**config.mk**
```make
export PLATFORM = sky130hd
export DESIGN_NAME = cgep_regs
export DESIGN_NICKNAME = d
export VERILOG_FILES = /design/src/shared/cgep_pkg.sv /design/src/core/cgep_regs.sv
export SDC_FILE = /design/constraint.sdc
export NUM_CORES = 1
export LEC_CHECK = 0
export ABC_CLOCK_PERIOD_IN_PS = 4000
export BUFFER_PORTS_ARGS = -buffer_cell sky130_fd_sc_hd__buf_4
export CAP_MARGIN = 20
export CORE_ASPECT_RATIO = 0.6
export CORE_MARGIN = 5
export CORE_UTILIZATION = 30
export CTS_CLUSTER_DIAMETER = 120
export DETAILED_ROUTE_END_ITERATION = 16
export GPL_ROUTABILITY_DRIVEN = 1
export HOLD_SLACK_MARGIN = 0.12
export SYNTH_ARGS = -nofsm -noshare
export SYNTH_HDL_FRONTEND = slang
export SYNTH_SLANG_ARGS = --single-unit
```
**constraint.sdc**
```tcl
create_clock -name clk_sys -period 4 [get_ports clk_sys]
set_input_delay 0.2 -clock clk_sys [delete_from_list [all_inputs] [get_ports clk_sys]]
set_output_delay 0.2 -clock clk_sys [all_outputs]
set_load 0.005 [all_outputs]
```
**src/shared/cgep_pkg.sv**
```systemverilog
package cgep_pkg;
    localparam int unsigned NUM_SLOTS = 32;
    localparam logic [11:0] OFF_GROUP_CFG = 12'h000;
    localparam logic [11:0] OFF_PROT = 12'h004;
    localparam logic [11:0] OFF_TX_MAP = 12'h008;
    localparam logic [11:0] OFF_RX_MAP = 12'h00C;
    localparam logic [11:0] OFF_SUB_MAP = 12'h010;
    localparam logic [11:0] OFF_STATUS = 12'h014;
    localparam int unsigned GRP_RX_EN_BIT = 0;
    localparam int unsigned GRP_TX_EN_BIT = 1;
    localparam int unsigned GRP_SUB_DIS_BIT = 2;
    localparam logic [31:0] GRP_CFG_MASK = 32'h0000_0007;
    localparam logic [31:0] PROT_MASK = 32'h8FFF_0FFF;
    localparam int unsigned PROT_EN_BIT = 31;
    localparam int unsigned PROT_HI_LSB = 16;
    localparam int unsigned PROT_LO_LSB = 0;
    localparam logic [31:0] ZERO_WORD = 32'h0000_0000;

    typedef struct packed {
        logic [31:0] group_cfg;
        logic [31:0] prot;
        logic [31:0] tx_map;
        logic [31:0] rx_map;
        logic [31:0] sub_map;
        logic [31:0] tx_active;
        logic [31:0] rx_active;
        logic [31:0] sub_active;
        logic sub_region_free;
        logic tx_data_oe_n;
        logic [31:0] prdata;
        logic pready;
        logic pslverr;
    } cgep_state_type;

    typedef struct packed {
        logic psel;
        logic penable;
        logic pwrite;
        logic [11:0] paddr;
        logic [31:0] pwdata;
    } cgep_apb_req_type;
endpackage

```
**src/core/cgep_regs.sv**
```systemverilog
// Function
// - subchannel disable at zero lets enabled slots run subchannels.
// - subchannel disable at one masks every per-slot subchannel enable.
// - with subchannels disabled the descriptor region is reported free and never looked up.
// - group transmit enable at zero masks every transmit slot enable.
// - while group transmit is disabled the transmit data output is released.
// - group transmit enable at one activates each transmit slot whose map bit is set.
// - group receive enable at zero masks every receive slot enable.
// - group receive enable at one activates each receive slot whose map bit is set.
// - the group gates are a mask only and never alter stored map bits.
// - protection enable at one is stored but no address checking happens.
// - the 12-bit upper protection bound is stored in bits 27 to 16.
// - the 12-bit lower protection bound is stored in bits 11 to 0.
//
// Added by the designer: the register addresses and register access over APB.
`timescale 1ns/10ps
`default_nettype none
module cgep_regs (
    input wire logic clk_sys,
    input wire logic resetn,
    input wire cgep_pkg::cgep_apb_req_type apb_req,
    output logic [31:0] prdata,
    output logic pready,
    output logic pslverr,
    output logic [31:0] tx_slot_active,
    output logic [31:0] rx_slot_active,
    output logic [31:0] sub_slot_active,
    output logic sub_region_free,
    output logic tx_data_oe_n,
    output logic protection_enable,
    output logic [11:0] protection_upper_bound,
    output logic [11:0] protection_lower_bound
);
    cgep_pkg::cgep_state_type state_reg;
    cgep_pkg::cgep_state_type state_next;
    logic setup;
    logic access;
    logic known;
    logic [31:0] rd;
    logic tx_on;
    logic rx_on;
    logic sub_off;

    assign setup = apb_req.psel & ~apb_req.penable;
    assign access = apb_req.psel & apb_req.penable & state_reg.pready;

    always_comb begin
        state_next = state_reg;
        known = 1'b1;
        rd = cgep_pkg::ZERO_WORD;
        unique case (apb_req.paddr)
            cgep_pkg::OFF_GROUP_CFG: rd = state_reg.group_cfg;
            cgep_pkg::OFF_PROT: rd = state_reg.prot;
            cgep_pkg::OFF_TX_MAP: rd = state_reg.tx_map;
            cgep_pkg::OFF_RX_MAP: rd = state_reg.rx_map;
            cgep_pkg::OFF_SUB_MAP: rd = state_reg.sub_map;
            cgep_pkg::OFF_STATUS: rd = {31'h0000_0000, state_reg.sub_region_free};
            default: known = 1'b0;
        endcase
        // no wait state: ready rises at the edge that starts the first access cycle
        state_next.pready = setup;
        if (setup) begin
            state_next.pslverr = ~known;
            state_next.prdata = (apb_req.pwrite | ~known) ? cgep_pkg::ZERO_WORD : rd;
        end else if (access) begin
            state_next.pready = 1'b0;
            state_next.pslverr = 1'b0;
            if (apb_req.pwrite && known) begin
                unique case (apb_req.paddr)
                    cgep_pkg::OFF_GROUP_CFG:
                        state_next.group_cfg = apb_req.pwdata & cgep_pkg::GRP_CFG_MASK;
                    cgep_pkg::OFF_PROT:
                        state_next.prot = apb_req.pwdata & cgep_pkg::PROT_MASK;
                    cgep_pkg::OFF_TX_MAP: state_next.tx_map = apb_req.pwdata;
                    cgep_pkg::OFF_RX_MAP: state_next.rx_map = apb_req.pwdata;
                    cgep_pkg::OFF_SUB_MAP: state_next.sub_map = apb_req.pwdata;
                    default: state_next.pslverr = 1'b0;
                endcase
            end
        end
        tx_on = state_reg.group_cfg[cgep_pkg::GRP_TX_EN_BIT];
        rx_on = state_reg.group_cfg[cgep_pkg::GRP_RX_EN_BIT];
        sub_off = state_reg.group_cfg[cgep_pkg::GRP_SUB_DIS_BIT];
        // masks only; stored maps stay untouched
        state_next.tx_active = state_reg.tx_map & {cgep_pkg::NUM_SLOTS{tx_on}};
        state_next.rx_active = state_reg.rx_map & {cgep_pkg::NUM_SLOTS{rx_on}};
        state_next.sub_active = state_reg.sub_map & state_reg.tx_map & state_reg.rx_map
            & {cgep_pkg::NUM_SLOTS{~sub_off}} & {cgep_pkg::NUM_SLOTS{tx_on | rx_on}};
        state_next.sub_region_free = sub_off;
        state_next.tx_data_oe_n = ~tx_on;
    end

    always_ff @(posedge clk_sys or negedge resetn) begin
        if (!resetn) begin
            state_reg <= '0;
            state_reg.tx_data_oe_n <= 1'b1;
        end else begin
            state_reg <= state_next;
        end
    end

    assign prdata = state_reg.prdata;
    assign pready = state_reg.pready;
    assign pslverr = state_reg.pslverr;
    assign tx_slot_active = state_reg.tx_active;
    assign rx_slot_active = state_reg.rx_active;
    assign sub_slot_active = state_reg.sub_active;
    assign sub_region_free = state_reg.sub_region_free;
    assign tx_data_oe_n = state_reg.tx_data_oe_n;
    // no checking logic hangs off these fields
    assign protection_enable = state_reg.prot[cgep_pkg::PROT_EN_BIT];
    assign protection_upper_bound = state_reg.prot[cgep_pkg::PROT_HI_LSB +: 12];
    assign protection_lower_bound = state_reg.prot[cgep_pkg::PROT_LO_LSB +: 12];
endmodule
`default_nettype wire

```
==> flow_summary.rst, run 1 <==
.. list-table::
   :header-rows: 1

   * - Metric
     - Value
   * - Full die area
     - 41,200 um^2
   * - Static leakage
     - 0.00663 uW
   * - Average wire per standard cell
     - 20.4 um
   * - Synthesized net count
     - 941
   * - Worst-margin pin slew
     - 0.850 ns
   * - Clock tree buffer depth
     - 3
   * - Startpoint kind of the worst setup timing path
     - flip-flop
   * - Final-report setup violation count
     - 0
   * - Initial DRT Pass Iterations
     - 5
   * - # fillers
     - 3,544
   * - EDFF count, synth
     - 0
   * - Standard cell area after detailed placement
     - 12,100 um^2
   * - Share of the cycle needed by the critical path after routing
     - 0.679
   * - Boundary pin count
     - 206
   * - Aggregate routed wire length
     - 30,100 um
   * - Clock latency at the later pin of the worst-skew pair
     - 0.54 ns
   * - Post-CTS sizing
     - 0
   * - Post-route minimum period
     - 2.72 ns
   * - Share of final-layout standard cells stronger than drive strength 1
     - 0.394
   * - Max incr delay on CP
     - 0.94 ns
   * - Vias in the first global route
     - 7,324
   * - Post-route cell area
     - 13,400 um^2
   * - Final layout net count
     - 1,026
   * - Reg clk slew, reported paths
     - 0.06 ns
   * - Final non-filler cell total
     - 1,473
   * - Largest cells by area after synthesis
     - sky130_fd_sc_hd__dfrtp_1 (57%), sky130_fd_sc_hd__buf_4 (10%), sky130_fd_sc_hd__mux2_2 (9.3%)
   * - Dominant register cell in the synthesized netlist
     - sky130_fd_sc_hd__dfrtp_1
   * - Largest area contributor in the netlist
     - sky130_fd_sc_hd__dfrtp_1
   * - Clock Skews
     - 0.00953 ns
   * - Share of the synthesized area in the top cell type
     - 0.573
   * - Fraction of registers with async set or reset after synthesis
     - 1.00
   * - WP buf/inv
     - 1
   * - Areal power density over the cells
     - 398 nW/um^2
   * - Number of port buffers
     - 205
   * - Area overhead of the layout relative to synthesis
     - 20.0%
   * - Cell family with the largest share of critical-path delay
     - simple AND/OR/NAND/NOR gates
   * - Number of max-slew violations in the final report
     - 0
   * - Cell area after synthesis
     - 11,100 um^2
   * - Clock share of power
     - 0.476
   * - Remaining routing DRC violations
     - 0
   * - Clock tree from TritonCTS
     - built
   * - Run status
     - finished clean
   * - Part of the Yosys area used for sequential elements
     - 0.576
   * - Via count
     - 6,738
   * - Crit path required time
     - 4.42 ns
   * - Internal Pwr Total
     - 4150 uW
   * - YS warnings
     - 0
   * - Starting density of the core
     - 0.305
   * - Total number of placement rows
     - 54
   * - Diodes inserted
     - 0
   * - Worst hold path type
     - input port to flip-flop
   * - DRT antenna net count
     - 0
   * - Sink count of the clock tree
     - 256
   * - GP Congestion
     - 0.749
   * - Area taken by flip-flops and latches
     - 6410 um^2
   * - Flip-flop and latch count after synthesis
     - 256
   * - Initial DRC Count
     - 382
   * - Core area
     - 36,500 um^2
   * - Flip-flop count of the largest register after layout
     - 97
   * - Total negative slack for setup checks
     - 0 ns
   * - Setup Crit Path Kind
     - flip-flop to flip-flop
   * - Gate count after technology mapping
     - 892
   * - Setup repair after global routing missed its margin
     - false
   * - Die X-Extent
     - 259 um
   * - Switching Fraction
     - 0.219
   * - Maximum net fanout on the critical path
     - 19
   * - CTS H-tree lvls
     - 1
   * - Most frequent cell after synthesis
     - sky130_fd_sc_hd__dfrtp_1
   * - Post-cts hold buffer count
     - 36
   * - Gr ovfl total
     - 0
   * - Per-cell via count in the routed design
     - 4.57
   * - Max_slew headroom
     - 0.430
   * - Arrival @ worst endpoint
     - 3.14 ns
   * - Count of distinct cell types in the synthesized netlist
     - 34
   * - Critical Path End Type
     - flip-flop
   * - Area of the multi-input gates
     - 3390 um^2
   * - Global-route wire length before repair
     - 46,800 um
   * - Power share of the sequential group
     - 0.488
   * - Fmax
     - 368 MHz
   * - Largest net degree at the start of global routing
     - 102
   * - Switching component of the power
     - 1170 uW
   * - Most frequent cells after synthesis
     - sky130_fd_sc_hd__dfrtp_1 (255), sky130_fd_sc_hd__buf_4 (152), sky130_fd_sc_hd__mux2_2 (92), sky130_fd_sc_hd__nor2_1 (65), sky130_fd_sc_hd__and2_1 (62)
   * - Syn_area_per_cell
     - 12.5 um^2
   * - Comb pwr share
     - 0.036
   * - Die H
     - 159 um
   * - VDD IR-drop max
     - 0.335 mV
   * - Instance count after placement with tap cells included
     - 1,389
   * - Post-DP HPWL
     - 19,700 um
   * - Hold Violations, Final
     - 0
   * - Number of clock buffers inserted by TritonCTS
     - 26
   * - Cell breakdown of the critical path
     - and4_1 > nand3_1 > or3_2 > buf_4 > mux2_4
   * - Clock Root Buffer
     - sky130_fd_sc_hd__clkbuf_16
   * - Aggregate global-route resource usage
     - 0.145
   * - Setup bufs post-CTS
     - 0
   * - Max-Cap Viols
     - 0
   * - Critical path's slowest cell
     - sky130_fd_sc_hd__or3_2
   * - Antenna violations before repair
     - 0
## metrics by stage
stage	utilization	total power, uW	setup slack, ns	hold WS, ns
5_1_grt	0.366	5520	1.17	0.221
6_report	0.366	5310	1.28	0.191
3_5_place_dp	0.332	2810	1.04	0.246
3_3_place_gp	0.331	2800	1.11	0.233
2_1_floorplan	-	2670	2.07	-0.0956
4_1_cts	0.366	5400	1.25	0.162
## cell families after synthesis
kind of cell | after synthesis | share of synthesized area
and+or+nand+nor | 208 | 0.0927
buffers and inverters | 201 | 0.124
muxes | 157 | 0.166
DFF | 256 | 0.576
AOI/OAI and AO/OA | 70 | 0.0410
## final timing paths
| kind | slack (ns) | to | startpoint | cells after the start |
|---|---|---|---|---|
| setup / recovery | 1.28 | state_reg[216]$_DFFE_PN0P_ | pready$_DFF_PN0_ | 5 |
| hold / removal | 0.19 | prdata[0]$_DFFE_PN0P_ | apb_req[35] | 4 |
| setup reg to reg | 1.28 | state_reg[216]$_DFFE_PN0P_ | pready$_DFF_PN0_ | 5 |
| hold reg to reg | 0.44 | sub_region_free$_DFF_PN0_ | state_next[35]$_DFFE_PN0P_ | 0 |
| max in group asynchronous | 2.80 | state_reg[178]$_DFFE_PN0P_ | resetn | 3 |
| min in group asynchronous | 0.25 | tx_slot_active[1]$_DFF_PN0_ | resetn | 2 |
## cells in the final DEF, fill, tap and decap left out, types with 2 or more instances in the layout
master and n:
sky130_fd_sc_hd__mux2i_1 32, sky130_fd_sc_hd__clkbuf_1 7, sky130_fd_sc_hd__buf_4 210, sky130_fd_sc_hd__a221oi_1 24, sky130_fd_sc_hd__dfrtp_2 2, sky130_fd_sc_hd__dfrtp_1 253, sky130_fd_sc_hd__nand3_1 34, sky130_fd_sc_hd__mux2_4 30
sky130_fd_sc_hd__clkinv_4 2, sky130_fd_sc_hd__nor3_1 2, sky130_fd_sc_hd__mux2_1 2, sky130_fd_sc_hd__or3_2 2, sky130_fd_sc_hd__a21oi_1 8, sky130_fd_sc_hd__clkbuf_16 27, sky130_fd_sc_hd__inv_1 6, sky130_fd_sc_hd__buf_12 4
sky130_fd_sc_hd__clkbuf_8 6, sky130_fd_sc_hd__nor2_1 65, sky130_fd_sc_hd__bufinv_16 2, sky130_fd_sc_hd__clkinv_2 3, sky130_fd_sc_hd__nor2b_4 2, sky130_fd_sc_hd__dlygate4sd3_1 36, sky130_fd_sc_hd__o21ai_0 33, sky130_fd_sc_hd__and2_1 62
sky130_fd_sc_hd__nand2_1 32, sky130_fd_sc_hd__o32ai_1 2, sky130_fd_sc_hd__mux2_2 92
## final cells by class
cell class                      count  share of cell area
Clock buffer                       40              0.0587
Clock inverter                      8             0.00759
Inverter                            6             0.00169
Multi-Input combinational cell    435               0.253
Sequential cell                   256               0.480
Tap cell                          476              0.0446
Timing Repair Buffer              252               0.154
## metal layers
| metal | share of wire | vias to the layer above | track usage |
|---|---|---|---|
| met5 | 0 | - | 0 |
| met4 | 0.034 | 0 | 0.0451 |
| met3 | 0.052 | 45 | 0.0323 |
| met2 | 0.47 | 165 | 0.232 |
| met1 | 0.45 | 3486 | 0.197 |
| li1 | - | 3042 | - |
## worst reg2reg max path, delay by kind of cell (launching register included)
kind / cells / cell delay [ns]
muxes: 1 / 0.35
and+or+nand+nor: 3 / 1.51
DFF: 1 / 0.37
buffers and inverters: 1 / 0.38
## power by group through the flow
stage	registers (uW)	logic (uW)	clock network (uW)
after detailed placement	2640	166	0
after CTS	2590	196	2610
final	2590	190	2530
after floorplan	2640	32.9	0
after global routing	2590	213	2720
after global placement	2640	162	0
No activity file was read; power rests on OpenSTA's default activity.
==> run 2: changes to the inputs <==
Settings changed: ABC_CLOCK_PERIOD_IN_PS 4000 to 2210.
Clock period 4 ns to 2.21 ns, I/O delays scaled along.
==> run 2 against run 1 <==
  * Clock skew increased by 0.011 ns
  * Die area unchanged
  * Critical endpoint unchanged
  * First-iteration DRC count decreased by 16%
  * Largest cell class unchanged
  * Critical path depth increased by 1
==> flow_summary.rst, run 2 (same netlist as run 1, synthesis figures left out) <==
.. list-table::
   :header-rows: 1

   * - Metric
     - Value
   * - Crit path required time
     - 2.63 ns
   * - Number of max-slew violations in the final report
     - 0
   * - Total negative slack for setup checks
     - 0 ns
   * - Switching Fraction
     - 0.212
   * - Comb pwr share
     - 0.038
   * - Starting density of the core
     - 0.305
   * - Share of final-layout standard cells stronger than drive strength 1
     - 0.407
   * - Clock tree buffer depth
     - 3
   * - Hold Path End
     - rx_on$_DFFE_PN0P_
   * - Cell breakdown of the critical path
     - dlygate4sd3_1 > buf_4 > or4b_4 > or3_2 > buf_4 > mux2_4
   * - Clock Skews
     - 0.0205 ns
   * - Aggregate global-route resource usage
     - 0.148
   * - Antenna violations before repair
     - 0
   * - Post-route minimum period
     - 2.05 ns
   * - Vias in the first global route
     - 7,494
   * - Fmax
     - 488 MHz
   * - Global-route wire length before repair
     - 47,800 um
   * - Boundary pin count
     - 206
   * - Clock Root Buffer
     - sky130_fd_sc_hd__clkbuf_16
   * - Diodes inserted
     - 0
   * - Clock latency at the later pin of the worst-skew pair
     - 0.54 ns
   * - Total number of placement rows
     - 54
   * - Gr ovfl total
     - 0
   * - Leading cell type in the layout, fill and taps excluded
     - sky130_fd_sc_hd__dfrtp_1
   * - Reg2Reg Setup Slack
     - 0.26 ns
   * - Arrival @ worst endpoint
     - 2.47 ns
   * - Per-cell via count in the routed design
     - 4.62
   * - Post-route cell area
     - 13,600 um^2
   * - Maximum net fanout on the critical path
     - 14
   * - Met2 global-route usage
     - 0.233
   * - CTS H-tree lvls
     - 1
   * - Initial DRC Count
     - 319
   * - Internal Pwr Total
     - 7740 uW
   * - Reg2Reg Capture Point
     - state_reg[216]$_DFFE_PN0P_
   * - Power share of the sequential group
     - 0.478
   * - Final layout net count
     - 1,049
   * - Max-Cap Viols
     - 0
   * - Aggregate routed wire length
     - 31,100 um
   * - Setup bufs post-CTS
     - 0
   * - Area overhead of the layout relative to synthesis
     - 22.4%
   * - Number of port buffers
     - 205
   * - Max_slew headroom
     - 0.573
   * - Global-route met1 utilization
     - 0.210
   * - Critical path's slowest cell
     - sky130_fd_sc_hd__or4b_4
   * - Total Power Consumption
     - 9830 uW
   * - Min setup slack post-route
     - 0.160 ns
   * - Setup repair after global routing missed its margin
     - false
   * - Initial DRT Pass Iterations
     - 5
   * - Switching component of the power
     - 2080 uW
   * - Setup Crit Path Kind
     - input port to flip-flop
   * - Final-report setup violation count
     - 0
   * - Number of cells on the worst reg-to-reg path
     - 5
   * - Hold Violations, Final
     - 0
   * - Worst hold path type
     - input port to flip-flop
   * - Most repeated library cell on the critical path
     - sky130_fd_sc_hd__buf_4
   * - Met3 routing resource usage after global routing
     - 0.0284
   * - Flip-flop count of the largest register after layout
     - 97
   * - Static leakage
     - 0.00677 uW
   * - Die H
     - 159 um
   * - GP Congestion
     - 0.754
   * - Average wire per standard cell
     - 20.8 um
   * - Standard cell area after detailed placement
     - 12,300 um^2
   * - Post-CTS sizing
     - 0
   * - Full die area
     - 41,200 um^2
   * - Critical Path End Type
     - flip-flop
   * - Worst-margin pin slew
     - 0.640 ns
   * - Via count
     - 6,897
   * - Clock tree from TritonCTS
     - built
   * - Startpoint kind of the worst setup timing path
     - input port
   * - Reg clk slew, reported paths
     - 0.06 ns
   * - Final core utilization
     - 0.374
   * - Busiest metal layer after global routing
     - met2
   * - Share of the cycle needed by the critical path after routing
     - 0.928
   * - VDD IR-drop max
     - 0.504 mV
   * - Cell family with the largest share of critical-path delay
     - simple AND/OR/NAND/NOR gates
   * - Number of clock buffers inserted by TritonCTS
     - 26
   * - Run status
     - finished clean
   * - Pre-CTS worst setup slack
     - 0.165 ns
   * - Sink count of the clock tree
     - 256
   * - Clock share of power
     - 0.485
   * - WP buf/inv
     - 3
   * - Core area
     - 36,500 um^2
   * - Post-DP HPWL
     - 20,800 um
   * - Most used cells in the layout excluding fill and tap cells
     - sky130_fd_sc_hd__dfrtp_1 (253), sky130_fd_sc_hd__buf_4 (225), sky130_fd_sc_hd__mux2_2 (92)
   * - Largest net degree at the start of global routing
     - 74
   * - Startpoint of the tightest hold check path
     - apb_req[36]
   * - Areal power density over the cells
     - 721 nW/um^2
   * - Cell depth of the worst hold path
     - 3
   * - Die X-Extent
     - 259 um
   * - Remaining routing DRC violations
     - 0
   * - Max incr delay on CP
     - 0.57 ns
   * - FF-to-FF Start
     - pready$_DFF_PN0_
   * - DRT antenna net count
     - 0
## run 2: changes by cell type in the layout (fill, tap and decap cells not counted), sizes merged
cell and change:
clkinvlp +3, buf +20, clkbuf -7, clkinv -1, bufinv +3, inv -1, dlygate4sd3 +3
## run 2: tightest hold or removal path, cell delays in order
cell,delay [ns]
sky130_fd_sc_hd__buf_4,0.16
sky130_fd_sc_hd__or3_1,0.21
sky130_fd_sc_hd__mux2_2,0.17
## run 2: timing repair
item                                    CTS  global route
endpoints found under the hold margin   382             0
endpoints found under the setup margin    0             0
hold buffers                             39             0
## run 2: metrics by stage
step | std cells | hold WS [ns]
after floorplan | 892 | -0.185
after global placement | 1409 | 0.153
after detailed placement | 1409 | 0.156
after CTS | 1493 | 0.143
after global routing | 1493 | 0.166
final | 1493 | 0.158
## run 2: final cells by class
class	instances	area (um^2)
clock buffer	33	728
timing repair buffer	275	2290
inverter	6	22.5
tap	476	596
multi-input combinational	435	3390
clock inverter	12	193
sequential	256	6410
fill	3493	22900
## run 2: power groups by stage
stage	Sequential [uW]	Clock, uW	Combinational [uW]
finish	4690	4760	372
global route	4690	5110	413
CTS	4690	4910	383
detailed placement	4780	0	324
global placement	4780	0	320
floorplan	4780	0	59.6
## run 2: worst max path at each step
stage | to | startpoint | slack, ns | depth (start not counted)
4_1_cts | state_reg[222]$_DFFE_PN0P_ | apb_req[33] | 0.18 | 6
5_1_grt | state_reg[216]$_DFFE_PN0P_ | pready$_DFF_PN0_ | 0.16 | 5
3_5_place_dp | state_reg[217]$_DFFE_PN0P_ | apb_req[41] | 0.17 | 6
2_1_floorplan | state_reg[197]$_DFFE_PN0P_ | apb_req[36] | 0.36 | 7
3_3_place_gp | state_reg[214]$_DFFE_PN0P_ | apb_req[41] | 0.18 | 6
6_report | state_reg[216]$_DFFE_PN0P_ | apb_req[32] | 0.16 | 6
## run 2: per-layer routing
| metal | up-vias | part of all wire |
|---|---|---|
| met4 | 0 | 0.034 |
| met2 | 191 | 0.46 |
| li1 | 3077 | - |
| met1 | 3580 | 0.46 |
| met3 | 49 | 0.048 |
| met5 | - | 0 |
==> run 3: changes to the inputs <==
Settings changed: SETUP_SLACK_MARGIN set to 0.5.
==> run 3 against run 2 <==
  * Largest power group unchanged
  * Flip-flop and latch count stayed put
  * Non-clock buffer count is 18 higher
  * Clock-buffer cell count is 2 higher
  * Global-route usage is 0.26 points higher
  * Cell count is 1.5% higher
==> flow_summary.rst, run 3 (same netlist as run 1, synthesis figures left out) <==
.. list-table::
   :header-rows: 1

   * - Metric
     - Value
   * - Global-route wire length before repair
     - 48,700 um
   * - DRT antenna net count
     - 0
   * - Min setup slack post-route
     - 0.399 ns
   * - Starting density of the core
     - 0.305
   * - Antenna violations before repair
     - 0
   * - Per-cell via count in the routed design
     - 4.63
   * - Clock share of power
     - 0.488
   * - Number of clock buffers inserted by TritonCTS
     - 26
   * - Final non-filler cell total
     - 1,515
   * - Flip-flop count of the largest register after layout
     - 97
   * - Pre-CTS worst setup slack
     - 0.207 ns
   * - Aggregate global-route resource usage
     - 0.151
   * - Full die area
     - 41,200 um^2
   * - Crit path required time
     - 2.62 ns
   * - Startpoint kind of the worst setup timing path
     - flip-flop
   * - Initial DRT Pass Iterations
     - 5
   * - Static leakage
     - 0.00698 uW
   * - Core area
     - 36,500 um^2
   * - Critical path's slowest cell
     - sky130_fd_sc_hd__or3_4
   * - Hold Violations, Final
     - 0
   * - Die X-Extent
     - 259 um
   * - Number of cells on the worst reg-to-reg path
     - 5
   * - Vias in the first global route
     - 7,536
   * - Number of port buffers
     - 205
   * - Average wire per standard cell
     - 21.5 um
   * - Post-route cell area
     - 14,100 um^2
   * - Reg2Reg Capture Point
     - state_reg[201]$_DFFE_PN0P_
   * - Setup repair after global routing missed its margin
     - true
   * - Total number of placement rows
     - 54
   * - Gr ovfl total
     - 0
   * - Switching Fraction
     - 0.215
   * - Die H
     - 159 um
   * - VDD IR-drop max
     - 0.534 mV
   * - Worst-margin pin slew
     - 0.583 ns
   * - Clock tree buffer depth
     - 3
   * - Global-route met1 utilization
     - 0.217
   * - Cell breakdown of the critical path
     - and4_4 > nand3_2 > or3_4 > bufbuf_16 > mux2_4
   * - Met3 routing resource usage after global routing
     - 0.0306
   * - Run status
     - finished clean
   * - Via count
     - 7,017
   * - Standard cell area after detailed placement
     - 12,400 um^2
   * - Switching component of the power
     - 2130 uW
   * - Post-DP HPWL
     - 21,000 um
   * - Share of the cycle needed by the critical path after routing
     - 0.819
   * - Reg clk slew, reported paths
     - 0.07 ns
   * - Max incr delay on CP
     - 0.42 ns
   * - Boundary pin count
     - 206
   * - Final-report setup violation count
     - 0
   * - Max-Cap Viols
     - 0
   * - FF-to-FF Start
     - pready$_DFF_PN0_
   * - Clock tree from TritonCTS
     - built
   * - Clock Skews
     - 0.0103 ns
   * - Internal Pwr Total
     - 7770 uW
   * - Maximum net fanout on the critical path
     - 7
   * - Met2 global-route usage
     - 0.238
   * - Most used cells in the layout excluding fill and tap cells
     - sky130_fd_sc_hd__dfrtp_1 (253), sky130_fd_sc_hd__buf_4 (230), sky130_fd_sc_hd__nor2_1 (65), sky130_fd_sc_hd__mux2_4 (65), sky130_fd_sc_hd__and2_1 (62)
   * - Remaining routing DRC violations
     - 0
   * - Max_slew headroom
     - 0.611
   * - Total negative slack for setup checks
     - 0 ns
   * - Clock latency at the later pin of the worst-skew pair
     - 0.53 ns
   * - Largest net degree at the start of global routing
     - 70
   * - Areal power density over the cells
     - 700 nW/um^2
   * - Busiest metal layer after global routing
     - met2
   * - Setup Crit Path Kind
     - flip-flop to flip-flop
   * - Clock Root Buffer
     - sky130_fd_sc_hd__clkbuf_16
   * - Fmax
     - 552 MHz
   * - Area overhead of the layout relative to synthesis
     - 27.1%
   * - Instance count after placement with tap cells included
     - 1,415
   * - GP Congestion
     - 0.777
   * - Power share of the sequential group
     - 0.474
   * - Number of max-slew violations in the final report
     - 0
   * - Critical Path End Type
     - flip-flop
   * - Final layout net count
     - 1,067
   * - Aggregate routed wire length
     - 32,500 um
   * - Comb pwr share
     - 0.038
   * - Reg2Reg Setup Slack
     - 0.40 ns
   * - Initial DRC Count
     - 452
   * - CTS H-tree lvls
     - 1
   * - Post-route minimum period
     - 1.81 ns
   * - Leading cell type in the layout, fill and taps excluded
     - sky130_fd_sc_hd__dfrtp_1
   * - Sink count of the clock tree
     - 256
   * - Share of final-layout standard cells stronger than drive strength 1
     - 0.423
   * - Worst hold path type
     - input port to asynchronous set/reset pin
   * - Arrival @ worst endpoint
     - 2.22 ns
run 3: changes by cell type in the layout (fill, tap and decap cells not counted), sizes merged:
| cell | change |
|---|---|
| dlygate4sd3 | -2 |
| clkinvlp | +1 |
| clkbuf | +6 |
| buf | +15 |
| bufbuf | +1 |
| diode | +1 |
run 3: layout make-up:
cell class	instances	area, um^2
timing repair buffer	293	2640
antenna	1	2.50
sequential	256	6410
inverter	6	22.5
fill	3448	22300
tap	476	596
multi-input combinational	435	3530
clock inverter	13	204
clock buffer	35	736
run 3: how the worst max path moves through the flow:
stage                                 from  cells after the start  slack [ns]                         end
after floorplan                apb_req[36]                      7        0.36  state_reg[207]$_DFFE_PN0P_
after global placement         apb_req[37]                      7        0.21  state_reg[220]$_DFFE_PN0P_
after detailed placement       apb_req[37]                      7        0.21  state_reg[223]$_DFFE_PN0P_
after CTS                 pready$_DFF_PN0_                      5        0.42  state_reg[213]$_DFFE_PN0P_
after global routing      pready$_DFF_PN0_                      7        0.36  state_reg[166]$_DFFE_PN0P_
final                     pready$_DFF_PN0_                      5        0.40  state_reg[201]$_DFFE_PN0P_
run 3: stage by stage:
stage / util / hold WS (ns) / total power (uW)
floorplan: - / -0.185 / 4840
global placement: 0.339 / 0.120 / 5090
detailed placement: 0.339 / 0.127 / 5100
CTS: 0.381 / 0.150 / 10000
global route: 0.388 / 0.160 / 10300
finish: 0.388 / 0.148 / 9900
run 3: repair_timing:
action,CTS,global route
hold buffers,37,0
pin swaps,4,0
gates resized for setup,17,28
gates cloned,4,4
endpoints found under the setup margin,116,71
endpoints found under the hold margin,382,0
setup buffers,4,2
run 3: power by group through the flow:
stage	Combinational (uW)	Sequential, uW	Clock (uW)
detailed placement	319	4780	0
CTS	377	4690	4980
finish	372	4690	4830
floorplan	60.3	4780	0
global route	412	4690	5170
global placement	314	4780	0
run 3: critical path: cells and delay by family (launching register included):
family | cells | cell delay [ns]
multiplexers | 1 | 0.29
AND/OR/NAND/NOR | 3 | 0.72
flip-flops | 1 | 0.36
buffers and inverters | 1 | 0.32
run 3: layer usage:
layer | routed length (um) | part of all wire | vias to the layer above
met5 | 0 | 0 | -
met4 | 600 | 0.018 | 0
met3 | 1620 | 0.050 | 22
met2 | 15000 | 0.46 | 173
met1 | 15300 | 0.47 | 3693
li1 | - | - | 3129
